==> src/rtl/atbi_defs.vh <==
/*
  constants for the address-tenure bus interface: widths, encodings, states.
  assumes inclusion by atbi_addr_tenure.v and atbi_parity.v only.
*/
`ifndef ATBI_DEFS_VH
`define ATBI_DEFS_VH

`define ATBI_ADDR_W        32
`define ATBI_PAR_W         4
`define ATBI_TT_W          5
`define ATBI_TT_ADDR_ONLY  1'b0
`define ATBI_TT_DATA_BIT   3
`define ATBI_TT_FETCH_BIT  4
`define ATBI_DW_MASK       32'hfffffff8
`define ATBI_ST_IDLE       2'h0
`define ATBI_ST_START      2'h1
`define ATBI_ST_WAIT       2'h2
`define ATBI_ST_FLOAT      2'h3

`endif

==> src/rtl/atbi_addr_tenure.v <==
/*
  address tenure logic: master start strobe, address and parity drive,
  release after acknowledge, and snoop sampling with parity check.
  assumes all bus inputs are asynchronous to sys_clk and are synchronised
  here; bus pins are resolved outside from the output enables.
*/
`include "atbi_defs.vh"

// Overview of operation
// - start strobe asserts with address and attributes already valid.
// - start with a data-moving type also requests the data bus.
// - start strobe asserts in the first busy cycle.
// - start strobe is exactly one cycle wide.
// - start strobe floats when busy negates.
// - 32-bit two-way address bus, driven as master, read when snooping.
// - burst read gives aligned critical double word; burst write gives the requested address unchanged.
// - address held constant throughout a burst.
// - address driven the cycle after an accepted qualified grant.
// - address floats two cycles after acknowledge.
// - snoop address sampled only in the other master's start cycle.
// - parity drives, changes, floats and samples exactly like the address.
// - with checking enabled, even snooped parity raises a machine check event, or a checkstop event when machine check is disabled.
// - grant qualified only if busy and retry negated after acknowledge.
// - busy asserts the cycle after an accepted qualified grant.
module atbi_addr_tenure #(
  parameter ADDR_W = `ATBI_ADDR_W,
  parameter TT_W   = `ATBI_TT_W
) (
  input  wire              sys_clk,
  input  wire              arst_n,
  input  wire              req_valid,
  output wire              req_ready,
  input  wire [ADDR_W-1:0] req_addr,
  input  wire [TT_W-1:0]   req_type,
  input  wire              req_burst,
  input  wire              req_write,
  input  wire              parity_check_en,
  input  wire              mach_check_en,
  input  wire              bus_grant_n,
  input  wire              addr_acknowledge_n,
  input  wire              addr_retry_n,
  input  wire              addr_bus_busy_n_in,
  output reg               addr_bus_busy_n_out,
  output reg               addr_bus_busy_n_oe,
  input  wire              xfer_begin_n_in,
  output reg               xfer_begin_n_out,
  output reg               xfer_begin_n_oe,
  input  wire [ADDR_W-1:0] addr_in,
  output reg  [ADDR_W-1:0] addr_out,
  output reg               addr_oe,
  input  wire [3:0]        addr_byte_parity_in,
  output reg  [3:0]        addr_byte_parity_out,
  output reg  [TT_W-1:0]   transfer_type_code_out,
  output reg               data_bus_req,
  output reg               snoop_valid,
  output reg  [ADDR_W-1:0] snoop_addr,
  output reg  [TT_W-1:0]   snoop_type,
  input  wire [TT_W-1:0]   transfer_type_code_in,
  output reg               mach_check_event,
  output reg               checkstop_event
);
  reg  [1:0]        state_reg;
  reg  [1:0]        state_next;
  reg               grant_meta_reg;
  reg               grant_sync_reg;
  reg               ack_meta_reg;
  reg               ack_sync_reg;
  reg               retry_meta_reg;
  reg               retry_sync_reg;
  reg               busy_meta_reg;
  reg               busy_sync_reg;
  reg               ts_meta_reg;
  reg               ts_sync_reg;
  reg               pchk_meta_reg;
  reg               pchk_sync_reg;
  reg  [ADDR_W-1:0] a_meta_reg;
  reg  [ADDR_W-1:0] a_sync_reg;
  reg  [3:0]        p_meta_reg;
  reg  [3:0]        p_sync_reg;
  reg  [TT_W-1:0]   t_meta_reg;
  reg  [TT_W-1:0]   t_sync_reg;
  reg               ack_seen_reg;
  wire              grant_s;
  wire              ack_s;
  wire              retry_s;
  wire              busy_s;
  wire              ts_s;
  wire              pchk_s;
  wire              qual_grant;
  wire              take;
  wire [ADDR_W-1:0] lane_addr;
  wire [3:0]        out_par;
  wire [3:0]        unused_par;
  wire              snoop_perr;
  wire              unused_err;
  wire              snoop_hit;

  assign grant_s = ~grant_sync_reg;
  assign ack_s   = ~ack_sync_reg;
  assign retry_s = ~retry_sync_reg;
  assign busy_s  = ~busy_sync_reg;
  assign ts_s    = ~ts_sync_reg;
  assign pchk_s  = pchk_sync_reg;

  // all bus inputs cross two flops; tenure timing is thus relative to
  // the synchronised view, a latency trade for metastability safety.
  // control flops reset to the negated pin level, so no false start follows reset
  always @(posedge sys_clk or negedge arst_n) begin
    if (!arst_n) begin
      grant_meta_reg <= 1'b1;
      grant_sync_reg <= 1'b1;
      ack_meta_reg   <= 1'b1;
      ack_sync_reg   <= 1'b1;
      retry_meta_reg <= 1'b1;
      retry_sync_reg <= 1'b1;
      busy_meta_reg  <= 1'b1;
      busy_sync_reg  <= 1'b1;
      ts_meta_reg    <= 1'b1;
      ts_sync_reg    <= 1'b1;
      pchk_meta_reg  <= 1'b0;
      pchk_sync_reg  <= 1'b0;
    end else begin
      grant_meta_reg <= bus_grant_n;
      grant_sync_reg <= grant_meta_reg;
      ack_meta_reg   <= addr_acknowledge_n;
      ack_sync_reg   <= ack_meta_reg;
      retry_meta_reg <= addr_retry_n;
      retry_sync_reg <= retry_meta_reg;
      busy_meta_reg  <= addr_bus_busy_n_in;
      busy_sync_reg  <= busy_meta_reg;
      ts_meta_reg    <= xfer_begin_n_in;
      ts_sync_reg    <= ts_meta_reg;
      pchk_meta_reg  <= parity_check_en;
      pchk_sync_reg  <= pchk_meta_reg;
    end
  end

  // snooped address, parity and type travel with the same two-flop delay
  // as the start strobe, so they line up in the synchronised start cycle
  always @(posedge sys_clk or negedge arst_n) begin
    if (!arst_n) begin
      a_meta_reg <= {ADDR_W{1'b0}};
      a_sync_reg <= {ADDR_W{1'b0}};
      p_meta_reg <= 4'h0;
      p_sync_reg <= 4'h0;
      t_meta_reg <= {TT_W{1'b0}};
      t_sync_reg <= {TT_W{1'b0}};
    end else begin
      a_meta_reg <= addr_in;
      a_sync_reg <= a_meta_reg;
      p_meta_reg <= addr_byte_parity_in;
      p_sync_reg <= p_meta_reg;
      t_meta_reg <= transfer_type_code_in;
      t_sync_reg <= t_meta_reg;
    end
  end

  // qualification checked two cycles after acknowledge, once back in idle, or when idle bus
  assign qual_grant = grant_s & ~busy_s & ~retry_s;
  assign take       = (state_reg == `ATBI_ST_IDLE) & req_valid & qual_grant;
  assign req_ready  = take;

  // burst writes go out at the requested address unchanged; reads at the aligned critical word
  assign lane_addr = (req_burst & ~req_write) ? (req_addr & `ATBI_DW_MASK) :
                     req_addr;

  atbi_parity u_out_par (
    .addr    (lane_addr),
    .par_in  (4'h0),
    .par_gen (out_par),
    .par_err (unused_err)
  );

  atbi_parity u_snp_par (
    .addr    (a_sync_reg),
    .par_in  (p_sync_reg),
    .par_gen (unused_par),
    .par_err (snoop_perr)
  );

  always @* begin
    state_next = state_reg;
    case (state_reg)
      `ATBI_ST_IDLE: begin
        if (take)
          state_next = `ATBI_ST_START;
      end
      `ATBI_ST_START: begin
        if (ack_s)
          state_next = `ATBI_ST_FLOAT;
        else
          state_next = `ATBI_ST_WAIT;
      end
      `ATBI_ST_WAIT: begin
        if (ack_s)
          state_next = `ATBI_ST_FLOAT;
      end
      `ATBI_ST_FLOAT: begin
        state_next = `ATBI_ST_IDLE;
      end
      default: begin
        state_next = `ATBI_ST_IDLE;
      end
    endcase
  end

  // busy and start sequencing of our own tenure
  always @(posedge sys_clk or negedge arst_n) begin
    if (!arst_n) begin
      state_reg           <= `ATBI_ST_IDLE;
      addr_bus_busy_n_out <= 1'b1;
      addr_bus_busy_n_oe  <= 1'b0;
      xfer_begin_n_out    <= 1'b1;
      xfer_begin_n_oe     <= 1'b0;
      data_bus_req        <= 1'b0;
      ack_seen_reg        <= 1'b0;
    end else begin
      state_reg    <= state_next;
      data_bus_req <= 1'b0;
      ack_seen_reg <= 1'b0;
      if (take) begin
        // busy, start and the data request appear with the address
        addr_bus_busy_n_out <= 1'b0;
        addr_bus_busy_n_oe  <= 1'b1;
        xfer_begin_n_out    <= 1'b0;
        xfer_begin_n_oe     <= 1'b1;
        data_bus_req        <= req_type[`ATBI_TT_DATA_BIT] !=
                               `ATBI_TT_ADDR_ONLY;
      end else begin
        if (state_reg == `ATBI_ST_START)
          xfer_begin_n_out <= 1'b1;
        if ((state_reg == `ATBI_ST_START || state_reg == `ATBI_ST_WAIT) && ack_s) begin
          // negate busy and float start together after acknowledge
          addr_bus_busy_n_out <= 1'b1;
          xfer_begin_n_out    <= 1'b1;
          xfer_begin_n_oe     <= 1'b0;
          ack_seen_reg        <= 1'b1;
        end
        // busy stops driving with the address, two cycles after acknowledge
        if (ack_seen_reg)
          addr_bus_busy_n_oe <= 1'b0;
      end
    end
  end

  // address, parity and type share one enable and one load point
  always @(posedge sys_clk or negedge arst_n) begin
    if (!arst_n) begin
      addr_out               <= {ADDR_W{1'b0}};
      addr_oe                <= 1'b0;
      addr_byte_parity_out   <= 4'h0;
      transfer_type_code_out <= {TT_W{1'b0}};
    end else begin
      if (take) begin
        addr_out               <= lane_addr;
        addr_oe                <= 1'b1;
        addr_byte_parity_out   <= out_par;
        transfer_type_code_out <= req_type;
      end else if (state_reg == `ATBI_ST_FLOAT) begin
        // loaded only on acceptance, so a burst never advances it
        addr_oe <= 1'b0;
      end
    end
  end

  // snoop sampling only in another master's start cycle; own start is not
  // snooped, and others start only while the bus is busy
  assign snoop_hit = ts_s & busy_s & ~xfer_begin_n_oe;

  always @(posedge sys_clk or negedge arst_n) begin
    if (!arst_n) begin
      snoop_valid <= 1'b0;
      snoop_addr  <= {ADDR_W{1'b0}};
      snoop_type  <= {TT_W{1'b0}};
    end else begin
      snoop_valid <= 1'b0;
      if (snoop_hit) begin
        snoop_valid <= 1'b1;
        snoop_addr  <= a_sync_reg;
        snoop_type  <= t_sync_reg;
      end
    end
  end

  // single-cycle events; the exception logic decides what they lead to
  always @(posedge sys_clk or negedge arst_n) begin
    if (!arst_n) begin
      mach_check_event <= 1'b0;
      checkstop_event  <= 1'b0;
    end else begin
      mach_check_event <= 1'b0;
      checkstop_event  <= 1'b0;
      if (snoop_hit) begin
        mach_check_event <= pchk_s & snoop_perr & mach_check_en;
        checkstop_event  <= pchk_s & snoop_perr & ~mach_check_en;
      end
    end
  end
endmodule

==> src/rtl/atbi_parity.v <==
/*
  odd byte parity generator and checker for a 32-bit address.
  assumes byte 0 is addr[31:24], matching parity bit 0.
*/
`include "atbi_defs.vh"

module atbi_parity (
  addr,
  par_in,
  par_gen,
  par_err
);
  input  wire [`ATBI_ADDR_W-1:0] addr;
  input  wire [`ATBI_PAR_W-1:0]  par_in;
  output wire [`ATBI_PAR_W-1:0]  par_gen;
  output wire                    par_err;

  // bit 0 covers the first (most significant) byte
  assign par_gen[0] = ~^addr[31:24];
  assign par_gen[1] = ~^addr[23:16];
  assign par_gen[2] = ~^addr[15:8];
  assign par_gen[3] = ~^addr[7:0];
  // any nine-bit group with even ones count is an error
  assign par_err = |(par_gen ^ par_in);
endmodule

==> config.mk <==
export PLATFORM = sky130hd
export DESIGN_NAME = atbi_addr_tenure
export DESIGN_NICKNAME = d
export VERILOG_FILES = /design/src/rtl/atbi_addr_tenure.v /design/src/rtl/atbi_parity.v
export VERILOG_INCLUDE_DIRS = /design/src /design/src/rtl
export SDC_FILE = /design/constraint.sdc
export NUM_CORES = 1
export LEC_CHECK = 0
export BUFFER_PORTS_ARGS = -buffer_cell sky130_fd_sc_hd__clkbuf_2
export CORE_ASPECT_RATIO = 1.25
export CORE_MARGIN = 2
export CORE_UTILIZATION = 25
export DETAILED_ROUTE_END_ITERATION = 10
export PLACE_DENSITY = 0.49
export SLEW_MARGIN = 20
export SYNTH_ARGS = -nofsm -noshare
export SYNTH_HDL_FRONTEND = slang
export SYNTH_SLANG_ARGS = --single-unit
==> constraint.sdc <==
create_clock -name sys_clk -period 1.5 [get_ports sys_clk]
set_input_delay 0.075 -clock sys_clk [delete_from_list [all_inputs] [get_ports sys_clk]]
set_output_delay 0.075 -clock sys_clk [all_outputs]
set_load 0.1 [all_outputs]
==> impl_metrics.py <==
metrics = {
    "critical_path": {
        "cp-end-kind": "register",
        "reg2regPathDepth": 5,
        "startpoint_type": "register",
        "ff2ff_setup_slack_ns": -0.24,
        "r2r_start": "a_sync_reg[31]",
        "endpoint": "mach_check_event",
        "critPathMaxFanout": 2,
        "setup.worst_path.class": "reg -> reg",
        "reg2reg_to": "mach_check_event",
        "startpoint": "a_sync_reg[31]",
        "critical_path_arrival_ns": 2.05,
        "required_ns": 1.81,
    },
    "flow_run": {
        "maxCapViolCount": 0,
    },
    "clock_tree": {
        "cts_tree": "yes",
        "clk_latency_ns": 0.43,
        "cts.sinks": 184,
        "clk_path_buf_depth": 2,
        "htreeDepth": 4,
        "clk_pin_slew_ns": 0.07,
        "root_buffer": "clkbuf_16",
        "cts_buffers": 17,
    },
    "power_and_ir_drop": {
        "p_leak_uw": 0.004882,
        "power_uw": 20610,
        "p_per_area_nw_per_um2": 2042,
        "ir_worst_vdd_v": 0.001590,
    },
    "synth": {
        "syn_area_per_cell_um2": 14.32,
        "synthCells": 443,
        "synth_edf_count": 0,
        "synth_nets": 538,
        "yosysTopAreaCell": "dfrtp_1",
        "synthTopCellsByCount": "dfrtp_1, nand2_1, xnor2_1",
        "syn_area_um2": 6344,
        "synth_top_area_share": 0.6785,
        "synthTopCellsByArea": "dfrtp_1, nand2_1, xnor2_1",
        "synth.most_common_cell": "dfrtp_1",
        "ys_warn_count": 0,
        "ys_types": 28,
        "synth_seq_area_share": 0.7282,
        "synth_flop_cell": "dfrtp_1",
        "synth-seq-cells": 184,
        "synth_async_sr_flop_share": 1.000,
    },
    "floorplanning": {
        "io_pins": 178,
        "initial_core_util": 0.2524,
        "die_y_um": 182.1,
        "coreArea_um2": 25130,
        "rows": 65,
        "fp.dieW_um": 146.5,
        "dieArea_um2": 26670,
    },
    "detailed_routing": {
        "vias": 4357,
        "route.detailed.drc": 0,
        "first_pass_iters": 4,
        "drt_iter0_drc": 109,
        "vias_per_cell": 3.932,
        "wl_per_cell_um": 14.76,
        "wl_um": 16360,
        "drt.antenna.violating_nets": 0,
    },
    "layout": {
        "stdcell_area_um2": 10090,
        "fin_util": 0.4015,
        "fin_cells": 1108,
        "layout.nets": 854,
        "final.fill_count": 2387,
        "drive_gt1_frac": 0.4611,
        "area_delta_synth_final_pct": 59.07,
    },
    "min_path": {
        "min_path_type": "in -> reg",
        "hold_start": "req_burst",
    },
    "timing": {
        "setup_slack_ns": -0.2440,
        "worst_pin_slew_ns": 0.5858,
        "rsz0062_at_grt": "yes",
        "period_share": 1.163,
        "max-slew-margin-rel": 0.6111,
        "hold_violations": 0,
        "timing.fmax_mhz": 573.4,
        "period_needed_ns": 1.744,
        "finalSetupViolations": 32,
        "skew_ns": 0.01149,
        "drv_slew": 0,
    },
    "global_route": {
        "grt_antenna_before_repair": 1,
        "grt_pass1_vias": 4785,
        "grt_pass1_wl_um": 24910,
        "track_usage": 0.1200,
        "grt_overflow_total": 0,
        "grt_max_degree": 47,
    },
    "run_status": {
        "status": "finished, violations left",
        "violations": "negative setup slack",
    },
    "place": {
        "dpl_cell_area_um2": 7899,
        "globalplace.congestion": 0.7123,
        "post-dp-hpwl_um": 9747,
        "io_buffers": 177,
        "dpl.cell_count": 962,
    },
}
## final cells by class
cell class	count	area, µm²	share of cell area
Sequential cell	184	4623	0.4582
Timing Repair Buffer	309	2480	0.2458
Multi-Input combinational cell	240	1956	0.1938
Clock buffer	19	442.9	0.04389
Tap cell	335	419.2	0.04154
Clock inverter	13	133.9	0.01327
Inverter	7	33.78	0.003348
Antenna cell	1	2.502	0.0002480
## worst min-delay path by stage
stage,endpoint,slack (ns),cells past startpoint
2_1_floorplan,a_meta_reg[0],-0.22,0
3_3_place_gp,snoop_addr[26],0.06,1
3_5_place_dp,snoop_addr[26],0.06,1
4_1_cts,addr_out[0],0.01,4
5_1_grt,addr_out[0],0.02,4
6_report,addr_out[0],0.03,4
## repair_timing
action / 4_1_cts / 5_1_grt
setup buffers: 4 / 5
hold endpoints to repair: 268 / 0
setup endpoints to repair: 9 / 74
resized for setup: 11 / 95
gates cloned: 3 / 12
pin swaps: 5 / 7
hold buffers: 89 / 0
## report_power, final
group	total (µW)	switching, µW	internal (µW)
clock network	4420	2050	2380
logic	9650	7510	2140
registers	6540	582	5950
total	20600	10100	10500
## layout by cell type (no fill, tap or decap), drive strengths merged, types with 3 or more instances in the layout
master and instances:
clkinvlp 3, buf 37, dlygate4sd3 89, dfstp 12, clkinv 4, xnor3 4, o21ai 12, nand2 112
xor2 11, ha 5, nor3 3, clkbuf 202, inv 12, dfrtp 172, mux2 37, nor2 3
xnor2 41
## metal layers
layer,wire length [µm],GRT usage,vias to the layer above
met5,0,0,-
li1,-,-,2048
met4,213,0.03495,0
met3,1114,0.04675,13
met1,6966,0.1420,2148
met2,8062,0.2030,148
## stage by stage
stage          hold WS [ns]  worst slack [ns]  setup TNS, ns
5_1_grt             0.02107           -0.3329         -6.899
3_3_place_gp        0.05645           -0.1561        -0.3046
6_report            0.02502           -0.2440         -3.024
4_1_cts            0.009993           -0.1897         -3.955
2_1_floorplan       -0.2206          -0.08284         -1.496
3_5_place_dp        0.05592           -0.1741        -0.3431
## worst max-delay path: stages, from the launching register on
cell	delay (ns)
dfrtp_1	0.41
xnor2_2	0.18
xnor3_1	0.45
xnor2_2	0.19
nor4_4	0.33
nor3b_2	0.08
## cell families (layout without fill, tap and decap cells)
kind of cell    Yosys count  after routing  share of synthesized area
xor+xnor                 56             56                    0.08915
compound gates           16             16                    0.01420
fa+ha+maj                 5              5                   0.009862
flops                   184            184                     0.7282
other cells               0              1                          0
simple gates            126            126                    0.08027
buf+inv                  19            348                    0.01262
mux                      37             37                    0.06568
Power figures use the tool's default switching activity.
